--- src/rtl/dcod_pkg.sv ---
// shared opcode patterns, decode enumerations and cycle counts for the opcode decoder
// assumes a 16-bit program word fetched on the core clock
package dcod_pkg;

    // exact one-word patterns
    localparam logic [15:0] W_POP_ACC = 16'hbe32;
    localparam logic [15:0] W_PUSH_ACC = 16'hbe3c;
    localparam logic [15:0] W_EXIT = 16'hef00;
    localparam logic [15:0] W_PROD_MINUS = 16'hbe05;
    localparam logic [15:0] W_XOR_HI16 = 16'hbe83;

    // upper-byte patterns
    localparam logic [7:0] UB_STACK_PULL = 8'h8a;
    localparam logic [7:0] UB_MEM_TO_STACK = 8'h76;
    localparam logic [7:0] UB_REPEAT_IMM = 8'hbb;
    localparam logic [7:0] UB_REPEAT_MEM = 8'h0b;
    localparam logic [7:0] UB_AUX_MINUS = 8'h7c;
    localparam logic [7:0] UB_CTRL = 8'hbe;
    localparam logic [7:0] UB_LONG_ALU = 8'hbf;
    localparam logic [7:0] UB_SQR_PLUS = 8'h52;
    localparam logic [7:0] UB_SQR_MINUS = 8'h53;
    localparam logic [7:0] UB_STATUS_ZERO = 8'h8e;
    localparam logic [7:0] UB_STATUS_ONE = 8'h8f;
    localparam logic [7:0] UB_LONG_STORE = 8'hae;
    localparam logic [7:0] UB_SUB_BORROW = 8'h64;
    localparam logic [7:0] UB_SUB_HIGH = 8'h65;
    localparam logic [7:0] UB_SUB_UNSIGNED = 8'h66;
    localparam logic [7:0] UB_SUB_T_SHIFT = 8'h67;
    localparam logic [7:0] UB_SUB_SHORT = 8'hba;
    localparam logic [7:0] UB_ZERO_LOAD_ROUND = 8'h68;

    // nibble and partial patterns
    localparam logic [3:0] NIB_CTRL = 4'h4;
    localparam logic [3:0] NIB_SUB_LONG = 4'ha;
    localparam logic [3:0] NIB_XOR_LONG = 4'hd;
    localparam logic [3:0] NIB_STORE_ACC = 4'h9;
    localparam logic [3:0] NIB_SUB_SHIFT = 4'h3;
    localparam logic [5:0] TOP_COND_EXIT = 6'h3b;
    localparam logic [5:0] PM_FORM_ZERO = 6'h00;

    // control-bit low nibbles under the control upper byte
    localparam logic [3:0] CB_CARRY = 4'hf;
    localparam logic [3:0] CB_RAM_TO_PROG = 4'h5;
    localparam logic [3:0] CB_INT_DISABLE = 4'h1;
    localparam logic [3:0] CB_OVF_MODE = 4'h3;
    localparam logic [3:0] CB_TEST_FLAG = 4'hb;
    localparam logic [3:0] CB_EXT_FLAG = 4'hd;
    localparam logic [3:0] CB_SIGN_EXT = 4'h7;

    // field positions
    localparam int ADDR_MODE_BIT = 7;
    localparam int ACC_HALF_BIT = 11;

    // word, cycle and shift counts
    localparam logic [1:0] WORDS_ONE = 2'h1;
    localparam logic [1:0] WORDS_TWO = 2'h2;
    localparam logic [2:0] CYC_ONE = 3'h1;
    localparam logic [2:0] CYC_TWO = 3'h2;
    localparam logic [2:0] CYC_FOUR = 3'h4;
    localparam int SHIFT_OF_16 = 16;

    typedef enum logic [4:0] {
        OP_NONE, OP_STACK_POP_ACC, OP_STACK_PULL_TO_MEMORY, OP_MEMORY_TO_STACK,
        OP_STACK_PUSH_ACC, OP_SUBROUTINE_EXIT, OP_CONDITIONAL_SUBROUTINE_EXIT,
        OP_REPEAT_IMM, OP_REPEAT_MEM, OP_STORE_ACC_HIGH_SHIFTED, OP_STORE_ACC_LOW_SHIFTED,
        OP_AUX_REG_MINUS_SHORT, OP_CONTROL_BIT_SET, OP_PRODUCT_FROM_ACC_MINUS,
        OP_PRODUCT_SHIFT_SELECT, OP_SQUARE_PLUS_PRODUCT, OP_SQUARE_MINUS_PRODUCT,
        OP_STATUS_WORD_STORE, OP_LONG_IMMEDIATE_STORE, OP_SUB_LONG_SHIFT, OP_SUB_SHIFT,
        OP_ACC_MINUS_BORROW, OP_SUB_HIGH, OP_ACC_MINUS_UNSIGNED, OP_ACC_MINUS_T_SHIFT,
        OP_SUB_SHORT, OP_XOR_LONG, OP_ZERO_LOW_LOAD_HIGH_ROUND
    } dcod_op_t;

    typedef enum logic [2:0] {
        CTRL_NONE, CTRL_CARRY, CTRL_RAM_TO_PROG, CTRL_INT_DISABLE,
        CTRL_OVF_MODE, CTRL_TEST_FLAG, CTRL_EXT_FLAG, CTRL_SIGN_EXT
    } dcod_ctrl_t;

    typedef enum logic [1:0] {
        ST_FETCH = 2'b01,
        ST_CONST = 2'b10
    } dcod_st_t;

endpackage

--- src/rtl/dcod_class.sv ---
// opcode classifier: one 16-bit word in, operation, control bit, words and cycles out
// assumes a purely combinational use from the decoder on the same clock
`timescale 1ns/1ps
`default_nettype none
module dcod_class (
    input wire logic [15:0] word_i,
    output dcod_pkg::dcod_op_t op_o,
    output dcod_pkg::dcod_ctrl_t ctrl_o,
    output logic [1:0] words_o,
    output logic [2:0] cyc_taken_o,
    output logic [2:0] cyc_not_taken_o
);
    import dcod_pkg::*;

    logic [7:0] ub;
    logic [7:0] lb;
    assign ub = word_i[15:8];
    assign lb = word_i[7:0];

    // exact words are tested before the wider patterns that would swallow them
    always_comb begin
        op_o = OP_NONE;
        ctrl_o = CTRL_NONE;
        words_o = WORDS_ONE;
        cyc_taken_o = CYC_ONE;
        cyc_not_taken_o = CYC_ONE;
        if (word_i == W_POP_ACC) begin
            op_o = OP_STACK_POP_ACC;
        end else if (word_i == W_PUSH_ACC) begin
            op_o = OP_STACK_PUSH_ACC;
        end else if (word_i == W_PROD_MINUS) begin
            op_o = OP_PRODUCT_FROM_ACC_MINUS;
        end else if (word_i == W_XOR_HI16) begin
            op_o = OP_XOR_LONG;
            words_o = WORDS_TWO;
            cyc_taken_o = CYC_TWO;
            cyc_not_taken_o = CYC_TWO;
        end else if (ub == UB_CTRL && lb[7:4] == NIB_CTRL) begin
            op_o = OP_CONTROL_BIT_SET;
            case (lb[3:0])
                CB_CARRY: ctrl_o = CTRL_CARRY;
                CB_RAM_TO_PROG: ctrl_o = CTRL_RAM_TO_PROG;
                CB_INT_DISABLE: ctrl_o = CTRL_INT_DISABLE;
                CB_OVF_MODE: ctrl_o = CTRL_OVF_MODE;
                CB_TEST_FLAG: ctrl_o = CTRL_TEST_FLAG;
                CB_EXT_FLAG: ctrl_o = CTRL_EXT_FLAG;
                CB_SIGN_EXT: ctrl_o = CTRL_SIGN_EXT;
                default: op_o = OP_NONE;
            endcase
        end else if (word_i == W_EXIT) begin
            op_o = OP_SUBROUTINE_EXIT;
            cyc_taken_o = CYC_FOUR;
            cyc_not_taken_o = CYC_FOUR;
        end else if (word_i[15:10] == TOP_COND_EXIT) begin
            op_o = OP_CONDITIONAL_SUBROUTINE_EXIT;
            cyc_taken_o = CYC_FOUR;
            cyc_not_taken_o = CYC_TWO;
        end else if (ub == UB_LONG_ALU && lb[7:4] == NIB_SUB_LONG) begin
            op_o = OP_SUB_LONG_SHIFT;
            words_o = WORDS_TWO;
            cyc_taken_o = CYC_TWO;
            cyc_not_taken_o = CYC_TWO;
        end else if (ub == UB_LONG_ALU && lb[7:4] == NIB_XOR_LONG) begin
            op_o = OP_XOR_LONG;
            words_o = WORDS_TWO;
            cyc_taken_o = CYC_TWO;
            cyc_not_taken_o = CYC_TWO;
        end else if (ub == UB_LONG_ALU && lb[7:2] == PM_FORM_ZERO) begin
            op_o = OP_PRODUCT_SHIFT_SELECT;
        end else if (ub == UB_LONG_STORE) begin
            op_o = OP_LONG_IMMEDIATE_STORE;
            words_o = WORDS_TWO;
            cyc_taken_o = CYC_TWO;
            cyc_not_taken_o = CYC_TWO;
        end else if (word_i[15:12] == NIB_STORE_ACC) begin
            op_o = word_i[ACC_HALF_BIT] ? OP_STORE_ACC_HIGH_SHIFTED
                                        : OP_STORE_ACC_LOW_SHIFTED;
        end else if (word_i[15:12] == NIB_SUB_SHIFT) begin
            op_o = OP_SUB_SHIFT;
        end else begin
            case (ub)
                UB_STACK_PULL: op_o = OP_STACK_PULL_TO_MEMORY;
                UB_MEM_TO_STACK: op_o = OP_MEMORY_TO_STACK;
                UB_REPEAT_IMM: op_o = OP_REPEAT_IMM;
                UB_REPEAT_MEM: op_o = OP_REPEAT_MEM;
                UB_AUX_MINUS: op_o = OP_AUX_REG_MINUS_SHORT;
                UB_SQR_PLUS: op_o = OP_SQUARE_PLUS_PRODUCT;
                UB_SQR_MINUS: op_o = OP_SQUARE_MINUS_PRODUCT;
                UB_STATUS_ZERO: op_o = OP_STATUS_WORD_STORE;
                UB_STATUS_ONE: op_o = OP_STATUS_WORD_STORE;
                UB_SUB_BORROW: op_o = OP_ACC_MINUS_BORROW;
                UB_SUB_HIGH: op_o = OP_SUB_HIGH;
                UB_SUB_UNSIGNED: op_o = OP_ACC_MINUS_UNSIGNED;
                UB_SUB_T_SHIFT: op_o = OP_ACC_MINUS_T_SHIFT;
                UB_SUB_SHORT: op_o = OP_SUB_SHORT;
                UB_ZERO_LOAD_ROUND: op_o = OP_ZERO_LOW_LOAD_HIGH_ROUND;
                default: op_o = OP_NONE;
            endcase
        end
    end
endmodule
`default_nettype wire

--- src/rtl/dcod_fields.sv ---
// operand field extraction for a classified opcode word
// assumes the operation comes from the classifier on the same word
`timescale 1ns/1ps
`default_nettype none
module dcod_fields (
    input wire logic [15:0] word_i,
    input wire dcod_pkg::dcod_op_t op_i,
    output logic addr_indirect_o,
    output logic [6:0] addr_field_o,
    output logic [4:0] shift_count_field_o,
    output logic [7:0] imm8_o,
    output logic status_word_one_o,
    output logic [1:0] prod_shift_mode_o,
    output logic [1:0] cond_tp_o,
    output logic [3:0] cond_mask_o,
    output logic [3:0] cond_val_o
);
    import dcod_pkg::*;

    assign addr_indirect_o = word_i[ADDR_MODE_BIT];
    assign addr_field_o = word_i[6:0];
    assign imm8_o = word_i[7:0];
    assign status_word_one_o = (word_i[15:8] == UB_STATUS_ONE);
    assign prod_shift_mode_o = word_i[1:0];
    assign cond_tp_o = word_i[9:8];
    assign cond_mask_o = word_i[7:4];
    assign cond_val_o = word_i[3:0];

    always_comb begin
        case (op_i)
            OP_STORE_ACC_HIGH_SHIFTED, OP_STORE_ACC_LOW_SHIFTED:
                shift_count_field_o = {2'h0, word_i[10:8]};
            OP_SUB_SHIFT: shift_count_field_o = {1'h0, word_i[11:8]};
            OP_SUB_LONG_SHIFT: shift_count_field_o = {1'h0, word_i[3:0]};
            OP_XOR_LONG: begin
                if (word_i == W_XOR_HI16) begin
                    shift_count_field_o = 5'(SHIFT_OF_16);
                end else begin
                    shift_count_field_o = {1'h0, word_i[3:0]};
                end
            end
            default: shift_count_field_o = 5'h00;
        endcase
    end
endmodule
`default_nettype wire

--- src/rtl/dcod_decode.sv ---
// top of the opcode decoder: takes program words, classifies them, holds two-word forms
// until their constant word arrives and presents one registered decode per operation.
// assumes instruction words come from logic on the same clock, one per valid cycle.
//
// Operation
// - exact word pops stack into low accumulator
// - upper byte pulls stack top into memory
// - upper byte pushes memory word onto stack
// - exact word pushes low accumulator onto stack
// - exit four cycles; conditional exit four or two
// - repeat count from immediate or memory
// - store accumulator half shifted; bit 11 half
// - subtract short immediate from auxiliary register
// - control forms: block to program, interrupts off
// - control byte sets one named control bit
// - exact word subtracts product from accumulator
// - product shift mode select form
// - square plus or minus previous product
// - store status word zero or one
// - two-word store of constant to memory
// - two-word subtract shifted constant from accumulator
// - subtract shifted memory value from accumulator
// - subtract with borrow; subtract from high half
// - subtract unsigned; subtract shifted by multiplier operand
// - subtract short immediate from accumulator
// - two-word exclusive-or shifted constant, incl shift 16
// - zero low half, load high with rounding
`timescale 1ns/1ps
`default_nettype none
module dcod_decode (
    input wire logic clock_i,
    input wire logic rst_i,
    input wire logic instr_valid_i,
    input wire logic [15:0] instr_word_i,
    output logic awaiting_const_o,
    output logic op_valid_o,
    output dcod_pkg::dcod_op_t op_o,
    output dcod_pkg::dcod_ctrl_t ctrl_bit_o,
    output logic [1:0] words_o,
    output logic [2:0] cycles_taken_o,
    output logic [2:0] cycles_not_taken_o,
    output logic addr_indirect_o,
    output logic [6:0] addr_field_o,
    output logic [4:0] shift_count_field_o,
    output logic [7:0] imm8_o,
    output logic status_word_one_o,
    output logic [1:0] prod_shift_mode_o,
    output logic [1:0] cond_tp_o,
    output logic [3:0] cond_mask_o,
    output logic [3:0] cond_val_o,
    output logic const_valid_o,
    output logic [15:0] const_word_o,
    output logic unknown_o
);
    import dcod_pkg::*;

    typedef struct packed {
        dcod_st_t st;
        logic op_valid;
        dcod_op_t op;
        dcod_ctrl_t ctrl;
        logic [1:0] words;
        logic [2:0] cyc_t;
        logic [2:0] cyc_n;
        logic ind;
        logic [6:0] addr;
        logic [4:0] shift;
        logic [7:0] imm;
        logic st1;
        logic [1:0] pm;
        logic [1:0] tp;
        logic [3:0] cm;
        logic [3:0] cv;
        logic kvalid;
        logic [15:0] kword;
        logic unknown;
    } dcod_state_t;

    dcod_state_t cur_ff;
    dcod_state_t nxt_cur;

    dcod_op_t cls_op;
    dcod_ctrl_t cls_ctrl;
    logic [1:0] cls_words;
    logic [2:0] cls_cyc_t;
    logic [2:0] cls_cyc_n;
    logic f_ind;
    logic [6:0] f_addr;
    logic [4:0] f_shift;
    logic [7:0] f_imm;
    logic f_st1;
    logic [1:0] f_pm;
    logic [1:0] f_tp;
    logic [3:0] f_cm;
    logic [3:0] f_cv;

    dcod_class u_class (
        .word_i(instr_word_i),
        .op_o(cls_op),
        .ctrl_o(cls_ctrl),
        .words_o(cls_words),
        .cyc_taken_o(cls_cyc_t),
        .cyc_not_taken_o(cls_cyc_n)
    );

    dcod_fields u_fields (
        .word_i(instr_word_i),
        .op_i(cls_op),
        .addr_indirect_o(f_ind),
        .addr_field_o(f_addr),
        .shift_count_field_o(f_shift),
        .imm8_o(f_imm),
        .status_word_one_o(f_st1),
        .prod_shift_mode_o(f_pm),
        .cond_tp_o(f_tp),
        .cond_mask_o(f_cm),
        .cond_val_o(f_cv)
    );

    // decode fields stay on the outputs until the next accepted opcode word
    always_comb begin
        nxt_cur = cur_ff;
        nxt_cur.op_valid = 1'b0;
        nxt_cur.kvalid = 1'b0;
        case (cur_ff.st)
            ST_FETCH: begin
                if (instr_valid_i) begin
                    nxt_cur.op = cls_op;
                    nxt_cur.ctrl = cls_ctrl;
                    nxt_cur.words = cls_words;
                    nxt_cur.cyc_t = cls_cyc_t;
                    nxt_cur.cyc_n = cls_cyc_n;
                    nxt_cur.ind = f_ind;
                    nxt_cur.addr = f_addr;
                    nxt_cur.shift = f_shift;
                    nxt_cur.imm = f_imm;
                    nxt_cur.st1 = f_st1;
                    nxt_cur.pm = f_pm;
                    nxt_cur.tp = f_tp;
                    nxt_cur.cm = f_cm;
                    nxt_cur.cv = f_cv;
                    nxt_cur.unknown = (cls_op == OP_NONE);
                    if (cls_words == WORDS_TWO) begin
                        nxt_cur.st = ST_CONST;
                    end else begin
                        nxt_cur.op_valid = 1'b1;
                    end
                end
            end
            ST_CONST: begin
                // the operand word bypasses the classifier so it is never issued as an opcode
                if (instr_valid_i) begin
                    nxt_cur.kword = instr_word_i;
                    nxt_cur.kvalid = 1'b1;
                    nxt_cur.op_valid = 1'b1;
                    nxt_cur.st = ST_FETCH;
                end
            end
            default: begin
                nxt_cur.st = ST_FETCH;
            end
        endcase
    end

    always_ff @(posedge clock_i or posedge rst_i) begin
        if (rst_i) begin
            cur_ff <= '0;
            cur_ff.st <= ST_FETCH;
        end else begin
            cur_ff <= nxt_cur;
        end
    end

    assign awaiting_const_o = (cur_ff.st == ST_CONST);
    assign op_valid_o = cur_ff.op_valid;
    assign op_o = cur_ff.op;
    assign ctrl_bit_o = cur_ff.ctrl;
    assign words_o = cur_ff.words;
    assign cycles_taken_o = cur_ff.cyc_t;
    assign cycles_not_taken_o = cur_ff.cyc_n;
    assign addr_indirect_o = cur_ff.ind;
    assign addr_field_o = cur_ff.addr;
    assign shift_count_field_o = cur_ff.shift;
    assign imm8_o = cur_ff.imm;
    assign status_word_one_o = cur_ff.st1;
    assign prod_shift_mode_o = cur_ff.pm;
    assign cond_tp_o = cur_ff.tp;
    assign cond_mask_o = cur_ff.cm;
    assign cond_val_o = cur_ff.cv;
    assign const_valid_o = cur_ff.kvalid;
    assign const_word_o = cur_ff.kword;
    assign unknown_o = cur_ff.unknown;

    logic fetch_take;
    assign fetch_take = instr_valid_i && (cur_ff.st == ST_FETCH);

    pop_acc_a: assert property (
        @(posedge clock_i) disable iff (rst_i)
        (fetch_take && instr_word_i == W_POP_ACC)
        |=> (op_valid_o && op_o == OP_STACK_POP_ACC && words_o == 2'h1 && cycles_taken_o == 3'h1))
        else $error("pop to accumulator not decoded");

    pull_mem_a: assert property (
        @(posedge clock_i) disable iff (rst_i)
        (fetch_take && instr_word_i[15:8] == 8'h8a)
        |=> (op_valid_o && op_o == OP_STACK_PULL_TO_MEMORY
             && addr_field_o == $past(instr_word_i[6:0])))
        else $error("stack pull to memory wrong");

    push_mem_a: assert property (
        @(posedge clock_i) disable iff (rst_i)
        (fetch_take && instr_word_i[15:8] == 8'h76) |=> (op_o == OP_MEMORY_TO_STACK))
        else $error("memory to stack wrong");

    push_acc_a: assert property (
        @(posedge clock_i) disable iff (rst_i)
        (fetch_take && instr_word_i == 16'hbe3c) |=> (op_valid_o && op_o == OP_STACK_PUSH_ACC))
        else $error("push accumulator wrong");

    exit_cycles_a: assert property (
        @(posedge clock_i) disable iff (rst_i)
        (fetch_take && instr_word_i[15:10] == 6'h3b)
        |=> (cycles_taken_o == 3'h4
             && cycles_not_taken_o == ($past(instr_word_i) == 16'hef00 ? 3'h4 : 3'h2)))
        else $error("exit cycle counts wrong");

    repeat_sel_a: assert property (
        @(posedge clock_i) disable iff (rst_i)
        (fetch_take && instr_word_i[15:8] == 8'hbb)
        |=> (op_o == OP_REPEAT_IMM && imm8_o == $past(instr_word_i[7:0])))
        else $error("repeat immediate wrong");

    store_half_a: assert property (
        @(posedge clock_i) disable iff (rst_i)
        (fetch_take && instr_word_i[15:12] == 4'h9)
        |=> ((op_o == OP_STORE_ACC_HIGH_SHIFTED) == $past(instr_word_i[11])
             && shift_count_field_o == {2'h0, $past(instr_word_i[10:8])}))
        else $error("accumulator store half or shift wrong");

    aux_minus_a: assert property (
        @(posedge clock_i) disable iff (rst_i)
        (fetch_take && instr_word_i[15:8] == 8'h7c) |=> (op_o == OP_AUX_REG_MINUS_SHORT))
        else $error("aux register subtract wrong");

    ctrl_bits_a: assert property (
        @(posedge clock_i) disable iff (rst_i)
        (fetch_take && instr_word_i == 16'hbe4d) |=> (ctrl_bit_o == CTRL_EXT_FLAG))
        else $error("external flag set wrong");

    int_disable_a: assert property (
        @(posedge clock_i) disable iff (rst_i)
        (fetch_take && instr_word_i == 16'hbe41) |=> (ctrl_bit_o == CTRL_INT_DISABLE))
        else $error("interrupt disable wrong");

    status_sel_a: assert property (
        @(posedge clock_i) disable iff (rst_i)
        (fetch_take && instr_word_i[15:9] == 7'h47)
        |=> (op_o == OP_STATUS_WORD_STORE && status_word_one_o == $past(instr_word_i[8])))
        else $error("status word store wrong");

    // the opcode half is held silently; the idle gap before the constant may be any length
    two_word_a: assert property (
        @(posedge clock_i) disable iff (rst_i)
        (fetch_take && instr_word_i[15:8] == 8'hae)
        |=> (!op_valid_o && awaiting_const_o && op_o == OP_LONG_IMMEDIATE_STORE))
        else $error("two-word opcode not held for its constant");

    const_take_a: assert property (
        @(posedge clock_i) disable iff (rst_i)
        (awaiting_const_o && instr_valid_i)
        |=> (op_valid_o && const_valid_o && !awaiting_const_o && op_o == $past(op_o)
             && const_word_o == $past(instr_word_i)))
        else $error("constant word decoded as an opcode");

    prod_minus_a: assert property (
        @(posedge clock_i) disable iff (rst_i)
        (fetch_take && instr_word_i == 16'hbe05)
        |=> (op_valid_o && op_o == OP_PRODUCT_FROM_ACC_MINUS))
        else $error("product subtract not decoded");

    sub_shift_a: assert property (
        @(posedge clock_i) disable iff (rst_i)
        (fetch_take && instr_word_i[15:12] == 4'h3)
        |=> (op_valid_o && op_o == OP_SUB_SHIFT
             && shift_count_field_o == {1'h0, $past(instr_word_i[11:8])}))
        else $error("shifted memory subtract wrong");

    sub_long_a: assert property (
        @(posedge clock_i) disable iff (rst_i)
        (fetch_take && instr_word_i[15:4] == 12'hbfa)
        |=> (awaiting_const_o && op_o == OP_SUB_LONG_SHIFT
             && shift_count_field_o == {1'h0, $past(instr_word_i[3:0])}))
        else $error("long subtract with shift wrong");

    square_sel_a: assert property (
        @(posedge clock_i) disable iff (rst_i)
        (fetch_take && instr_word_i[15:9] == 7'h29)
        |=> (op_valid_o && op_o == ($past(instr_word_i[8]) ? OP_SQUARE_MINUS_PRODUCT
                                                           : OP_SQUARE_PLUS_PRODUCT)))
        else $error("square form wrong");

    sub_short_a: assert property (
        @(posedge clock_i) disable iff (rst_i)
        (fetch_take && instr_word_i[15:8] == 8'hba)
        |=> (op_valid_o && op_o == OP_SUB_SHORT && imm8_o == $past(instr_word_i[7:0])))
        else $error("short immediate subtract wrong");

    xor16_a: assert property (
        @(posedge clock_i) disable iff (rst_i)
        (fetch_take && instr_word_i == 16'hbe83)
        |=> (op_o == OP_XOR_LONG && shift_count_field_o == 5'h10 && words_o == 2'h2))
        else $error("xor with shift of 16 wrong");

    ind_mode_a: assert property (
        @(posedge clock_i) disable iff (rst_i)
        fetch_take |=> (addr_indirect_o == $past(instr_word_i[7])))
        else $error("addressing mode bit wrong");

endmodule
`default_nettype wire

--- config.mk ---
export PLATFORM = sky130hd
export DESIGN_NAME = dcod_decode
export DESIGN_NICKNAME = d
export VERILOG_FILES = /design/src/rtl/dcod_pkg.sv /design/src/rtl/dcod_class.sv /design/src/rtl/dcod_fields.sv /design/src/rtl/dcod_decode.sv
export SDC_FILE = /design/constraint.sdc
export NUM_CORES = 1
export LEC_CHECK = 0
export ABC_AREA = 1
export ABC_CLOCK_PERIOD_IN_PS = 1700
export BUFFER_PORTS_ARGS = -buffer_cell sky130_fd_sc_hd__buf_2
export CAP_MARGIN = 20
export CORE_AREA = 3 3 138 100
export DETAILED_ROUTE_END_ITERATION = 16
export DIE_AREA = 0 0 141 103
export GPL_TIMING_DRIVEN = 0
export SYNTH_ARGS = -nofsm -noshare
export SYNTH_HDL_FRONTEND = slang
export SYNTH_SLANG_ARGS = --single-unit
--- constraint.sdc ---
create_clock -name clock_i -period 1.7 [get_ports clock_i]
set_clock_uncertainty 0.05 [all_clocks]
set_input_delay 0.34 -clock clock_i [delete_from_list [all_inputs] [get_ports clock_i]]
set_output_delay 0.34 -clock clock_i [all_outputs]
set_load 0.01 [all_outputs]
==> summary.md, run 1 <==
| Metric | Value |
|---|---|
| Status | complete, no violations |
| N_diodes | 0 |
| Clk buf depth | 2 |
| VDD IR max | 0.000720 V |
| Final net count | 530 |
| Worst R2R Path Depth | 5 |
| Area Growth Syn to Fin | 27.8% |
| Placed Cells | 664 |
| Critical path class | flop to primary output |
| Placement Setup Slack | -0.298 ns |
| Required time of the critical path | 1.31 ns |
| Seq/Total Area, Yosys | 41.1% |
| Count leader, synth | nand2_1 |
| Final period util | 96.4% |
| GRT Total Usage | 13.3% |
| Synth top area share | 40.2% |
| Num rows | 34 |
| Clock sinks | 51 |
| Synth unique cells | 29 |
| Flop2flop setup slack | 0.07 ns |
| Gr ovfl total | 0 |
| #FFs+latches synth | 51 |
| Slack of the critical path | 0.0609 ns |
| Initial DRC Count | 131 |
| # Post-CTS Setup Buffers | 0 |
| HPWL Detailed | 7.63 mm |
| Pwr dens | 1400 nW/um^2 |
| CTS Hold Bufs | 0 |
| Ys flop type | dfrtp_1 |
| Slew Limit Fails | 0 |
| Cts bufs inserted | 5 |
| Clk_lat worst skew | 0.29 ns |
| Crit path time final | 1.64 ns |
| Post-synth top cells | nand2_1, buf_4, dfrtp_1 |
| Mean number of vias per cell | 4.34 |
| I/O pins | 89 |
| Chip width | 141 um |
| Slew margin rel. | 65.7% |
| Syn Inst Count | 413 |
| Total number of vias | 2919 |
| Vias in the first global route | 2948 |
| Crit path DAT | 1.25 ns |
| Largest net degree at the start of global routing | 31 |
| Hold Vio Cnt, Final | 0 |
| Core footprint | 12500 um^2 |
| Post-synth net total | 434 |
| Starting Density | 24.9% |
| H-tree levels | 2 |
| Crit. End Element | primary output |
| Routed wire length per instance | 13.9 um |
| First-pass GRT wire length | 15.1 mm |
| Root Buffer | clkbuf_16 |
| Max-cap violations | 0 |
| CP startpoint kind | flop |
| Max Clk Rate | 610 MHz |
| CTS tree | built |
| Leakage Power | 0.00226 uW |
| IO buf count | 88 |
| Asr flop ratio synth | 100% |
| Crit path max fanout | 3 |
| Main area contributors after synthesis | dfrtp_1, buf_4, nand2_1, o21ai_0, nor2_1 |
| Reg2reg end | ctrl_bit_o[2] |
| First-pass DRT Iterations | 4 |
| Routed Antenna Nets | 0 |
| Post-synth EDFFs | 0 |
| Final RePlAce weighted congestion | 0.838 |
| RSZ-0062 raised after global routing | true |
| Hold Path Class | input pin to async pin |
| WL final | 9.34 mm |
| Mapped Avg Cell Area | 7.53 um^2 |
| Post-Layout Cell Count | 672 |
| Clock Pin Slew Worst Setup and Hold Paths | 0.07 ns |
| Slew of the pin with the lowest slew margin | 0.513 ns |
| Chip height | 103 um |
| Die ar. | 14500 um^2 |
| Mapped Area | 3110 um^2 |
| Final Setup Violations | 0 |
| Area leader, netlist | dfrtp_1 |
| Synth Warn # | 0 |
| Initial antenna violation count | 0 |
| DRC | 0 |
| FF-to-FF Start | cur_ff[69] |
| Layout cells sized above 1 | 38.8% |
==> cell type report <==
cell class	instances	area [um^2]
Clock buffer	8	156
Inverter	38	143
Timing Repair Buffer	89	460
Tap cell	162	203
Sequential cell	51	1280
Fill cell	1380	8490
Buffer	72	527
Multi-Input combinational cell	252	1210
==> worst max-delay path: stages, from the launching register on <==
cell and delay (ns):
dfstp_2 0.54, inv_1 0.05, ha_1 0.22, buf_2 0.15
==> where the power goes <==
group / total [uW] / switching, uW / internal [uW]
Sequential: 1930 / 312 / 1620
Combinational: 2550 / 1190 / 1360
Clock: 1070 / 442 / 628
Total: 5550 / 1950 / 3600
==> metal layers <==
layer	wire, um	share of wire [%]	vias to the layer above	global-route usage (%)
met1	4840	52	1373	19.9
met2	3710	40	102	19.7
met5	0	0	-	0
li1	-	-	1439	-
met4	41	0.44	0	2.01
met3	751	8.0	5	3.06
==> through the flow <==
stage	area, um^2	hold slack (ns)	TNS (ns)	power (uW)	util [%]
4_1_cts	3940	0.0448	0	5620	31.6
3_3_place_gp	3750	0.420	-34.29	4460	30.1
5_1_grt	3970	0.0670	-0.374	5980	31.9
2_1_floorplan	3110	0.400	0	3580	-
3_5_place_dp	3770	0.362	-4.51	4520	30.3
6_report	3970	0.0283	0	5550	31.9
==> sequential cells by signal, indices dropped and copies added, names as in the netlist, 2 cells and up <==
register	flops
const_word_o	16
addr_field_o	6
op_o	5
shift_count_field_o	5
ctrl_bit_o	3
cycles_taken_o	3
cond_tp_o	2
cur_ff	2
cycles_not_taken_o	2
==> what timing repair did <==
action                                  CTS  global route
gates resized for setup                   5            22
pin swaps                                 0             0
endpoints found under the setup margin   23            44
cloned                                    0             0
==> worst max path at each step <==
stage                       endpoint  depth (start not counted)        startpoint
finish              awaiting_const_o                          3        cur_ff[69]
global route               unknown_o                         13  instr_word_i[15]
CTS                        unknown_o                         10   instr_word_i[2]
detailed placement         unknown_o                         13   instr_word_i[8]
global placement           unknown_o                          2             rst_i
floorplan            addr_field_o[0]                          1             rst_i
==> kinds of logic after synthesis <==
group	synth area share (%)
simple gates	27.5
buf+inv	21.0
compound gates	9.58
flops	41.1
fa+ha+maj	0.805
==> layout by cell type (no fill, tap or decap), types with 2 or more instances in the layout <==
master / count
clkbuf_4: 2
clkbuf_16: 5
nor2_2: 6
o21ai_1: 7
nor3_2: 2
dfrtp_1: 50
a21oi_1: 6
clkbuf_1: 2
nand4_1: 6
nand2_4: 2
nor2_1: 36
o21ai_0: 40
nand2_2: 9
buf_2: 89
nand3_1: 15
nor3_1: 7
buf_4: 65
clkbuf_2: 3
clkbuf_8: 2
inv_1: 34
nand2_1: 101
inv_2: 4
ha_1: 2
nor2_4: 2
Power figures use the tool's default switching activity.
==> run 2, diff against run 1 <==
Settings changed: ABC_AREA 1 to unset, ABC_CLOCK_PERIOD_IN_PS 1700 to 1550, CORE_AREA 3 3 138 100 to 3 3 143 104, DIE_AREA 0 0 141 103 to 0 0 146 107, HOLD_SLACK_MARGIN set to 0.03.
Clock period 1.7 ns to 1.55 ns, I/O delays scaled along.
==> run 2 against run 1 <==
  * The flow now finishes with violations (setup timing)
  * Global-route usage grew 1.1 points
  * Register-to-register slack worse by 0.21 ns
  * Sequential share of layout area decreased by 7.6 points
  * Via count up 11%
  * Non-clock buffer count up 50
  * Critical endpoint is now unknown_o
  * Largest cell class is now multi-input gates
==> summary.md, run 2 <==
| Metric | Value |
|---|---|
| Syn Inst Count | 371 |
| Synth top area share | 37.1% |
| Commonest cells after routing, fill and taps aside | buf_4, buf_2, nand2_1 |
| Layout cells sized above 1 | 55.8% |
| Post-synthesis xor/xnor area fraction | 1.04% |
| Reg area | 1280 um^2 |
| Crit. End Element | flop |
| Initial DRC Count | 195 |
| Leakage Power | 0.00260 uW |
| Routed wire length per instance | 17.1 um |
| Main area contributors after synthesis | dfrtp_1, buf_4, nand2_1, mux2_2, nand4_1 |
| IO buf count | 85 |
| Total number of vias | 3232 |
| Final net count | 524 |
| Slew margin rel. | 58.9% |
| Final RePlAce weighted congestion | 0.871 |
| Clock sinks | 51 |
| Simple-gate area share of the yosys netlist | 23.4% |
| Slack of the critical path | -0.355 ns |
| Filler cell count | 1365 |
| Largest net degree at the start of global routing | 27 |
| Clock Pin Slew Worst Setup and Hold Paths | 0.07 ns |
| Chip height | 107 um |
| Post-synth net total | 392 |
| Final period util | 123% |
| HPWL Detailed | 8.22 mm |
| Min Hold Slack | 0.0273 ns |
| WL final | 11.9 mm |
| Placed Cells | 647 |
| Seq/Total Area, Yosys | 37.8% |
| Post-synth top cells | buf_4, nand2_1, dfrtp_1 |
| Cts bufs inserted | 5 |
| Mux share of post-synthesis cell area | 4.63% |
| Slew Limit Fails | 0 |
| Status | finished, violations left |
| CTS tree | built |
| GRT Total Usage | 14.3% |
| Commonest non-fill, non-tap cell in the layout | buf_4 |
| Final Setup Violations | 25 |
| First-pass GRT wire length | 17.8 mm |
| Synth Area in Compound Gates | 13.5% |
| Starting Density | 24.7% |
| Count leader, synth | buf_4 |
| DRC | 0 |
| I/O pins | 89 |
| Violated checks | setup timing |
| Core footprint | 13600 um^2 |
| Adder-cell area share of the yosys netlist | 1.04% |
| Clk_lat worst skew | 0.30 ns |
| Ys flop type | dfrtp_1 |
| Largest family of logic cells by synthesized area | simple AND/OR/NAND/NOR gates |
| Setup TNS | -2.72 ns |
| Max FFs per register | 16 |
| Post-synth EDFFs | 0 |
| Area Growth Syn to Fin | 54.3% |
| CP bufs+invs | 3 |
| Initial antenna violation count | 0 |
| Clk buf depth | 2 |
| H-tree levels | 2 |
| Die ar. | 15600 um^2 |
| Chip width | 146 um |
| Max-cap violations | 0 |
| N_diodes | 0 |
| Mean number of vias per cell | 4.66 |
| First-pass DRT Iterations | 4 |
| Synth unique cells | 63 |
| Top delay family on crit path | simple AND/OR/NAND/NOR gates |
| RSZ-0062 raised after global routing | true |
| Routed Antenna Nets | 0 |
| Mapped Area | 3380 um^2 |
| CP startpoint kind | input pin |
| Cell breakdown of the critical path | buf_8, and4b_1, buf_6, nand4_1, buf_4, o221ai_4, or4_4, o41ai_4 |
| Slowest CP cell | or4_4 |
| Hold Vio Cnt, Final | 0 |
| Crit path DAT | 2.05 ns |
| Crit path time final | 1.91 ns |
| Design Area, Final | 5210 um^2 |
| Hold Path Class | input pin to async pin |
| Worst path max stage delay | 0.58 ns |
| Pwr dens | 813 nW/um^2 |
| DP Area | 4120 um^2 |
| Num rows | 36 |
| #FFs+latches synth | 51 |
| Crit path max fanout | 9 |
| Vias in the first global route | 3306 |
| VDD IR max | 0.000364 V |
| Multi-input logic area | 1850 um^2 |
| Gr ovfl total | 0 |
| Slew of the pin with the lowest slew margin | 0.616 ns |
| Asr flop ratio synth | 100% |
| Post-Layout Cell Count | 694 |
| Root Buffer | clkbuf_16 |
| Required time of the critical path | 1.69 ns |
| Area leader, netlist | dfrtp_1 |
| Max Clk Rate | 525 MHz |
| Mapped Avg Cell Area | 9.10 um^2 |
| Critical path class | input pin to flop |
| Synth Warn # | 0 |
==> run 2: timing repair <==
action / 4_1_cts / 5_1_grt
hold buffers: 0 / 0
gates resized for setup: 78 / 71
buffers inserted: 17 / 19
gates cloned: 2 / 3
endpoints found under the setup margin: 48 / 42
pin swaps: 13 / 17
==> run 2: per-layer routing <==
metal  track usage (%)  wire (um)  up-vias
met5                 0          0        -
met1              19.7       5660     1601
met2              22.7       5420       96
met3              4.01        720        4
li1                  -          -     1531
met4              2.95         58        0
==> run 2: worst paths after layout <==
check,to,slack (ns),depth (start not counted),start
worst max-delay path,unknown_o,-0.36,8,instr_word_i[13]
worst min-delay path,ctrl_bit_o[1],0.03,2,rst_i
worst max register to register,unknown_o,-0.14,4,cur_ff[69]
worst min register to register,shift_count_field_o[4],0.43,2,shift_count_field_o[4]
max in group asynchronous,shift_count_field_o[1],0.90,3,rst_i
min in group clock_i,imm8_o[6],0.19,3,instr_word_i[6]
==> run 2: final cells by class <==
| class | count | area share (%) |
|---|---|---|
| Inverter | 9 | 0.768 |
| Buffer | 84 | 13.5 |
| Multi-Input combinational cell | 225 | 35.5 |
| Timing Repair Buffer | 127 | 17.7 |
| Sequential cell | 51 | 24.5 |
| Clock buffer | 6 | 2.67 |
| Clock inverter | 2 | 0.744 |
| Tap cell | 190 | 4.56 |
==> run 2: kinds of logic after synthesis <==
family,count (synthesis)
buffers and inverters,95
and+or+nand+nor,141
DFF,51
muxes,14
AOI/OAI and AO/OA,63
adders and majority gates,3
xor gates and xnor gates,4
==> run 2: report_power, final <==
group | total, uW | leakage (uW) | switching [uW] | internal (uW)
Combinational | 1330 | 0.00184 | 633 | 693
Sequential | 1540 | 0.000672 | 99.4 | 1450
Clock | 1370 | 0.0000875 | 551 | 814
==> run 2: stage by stage <==
stage	setup slack [ns]	total power [uW]	utilization (%)
floorplan	-0.370	2270	-
global placement	-0.847	2640	30.0
detailed placement	-0.856	2680	30.2
CTS	-0.264	4130	34.8
global route	-0.399	4440	38.2
finish	-0.355	4240	38.2
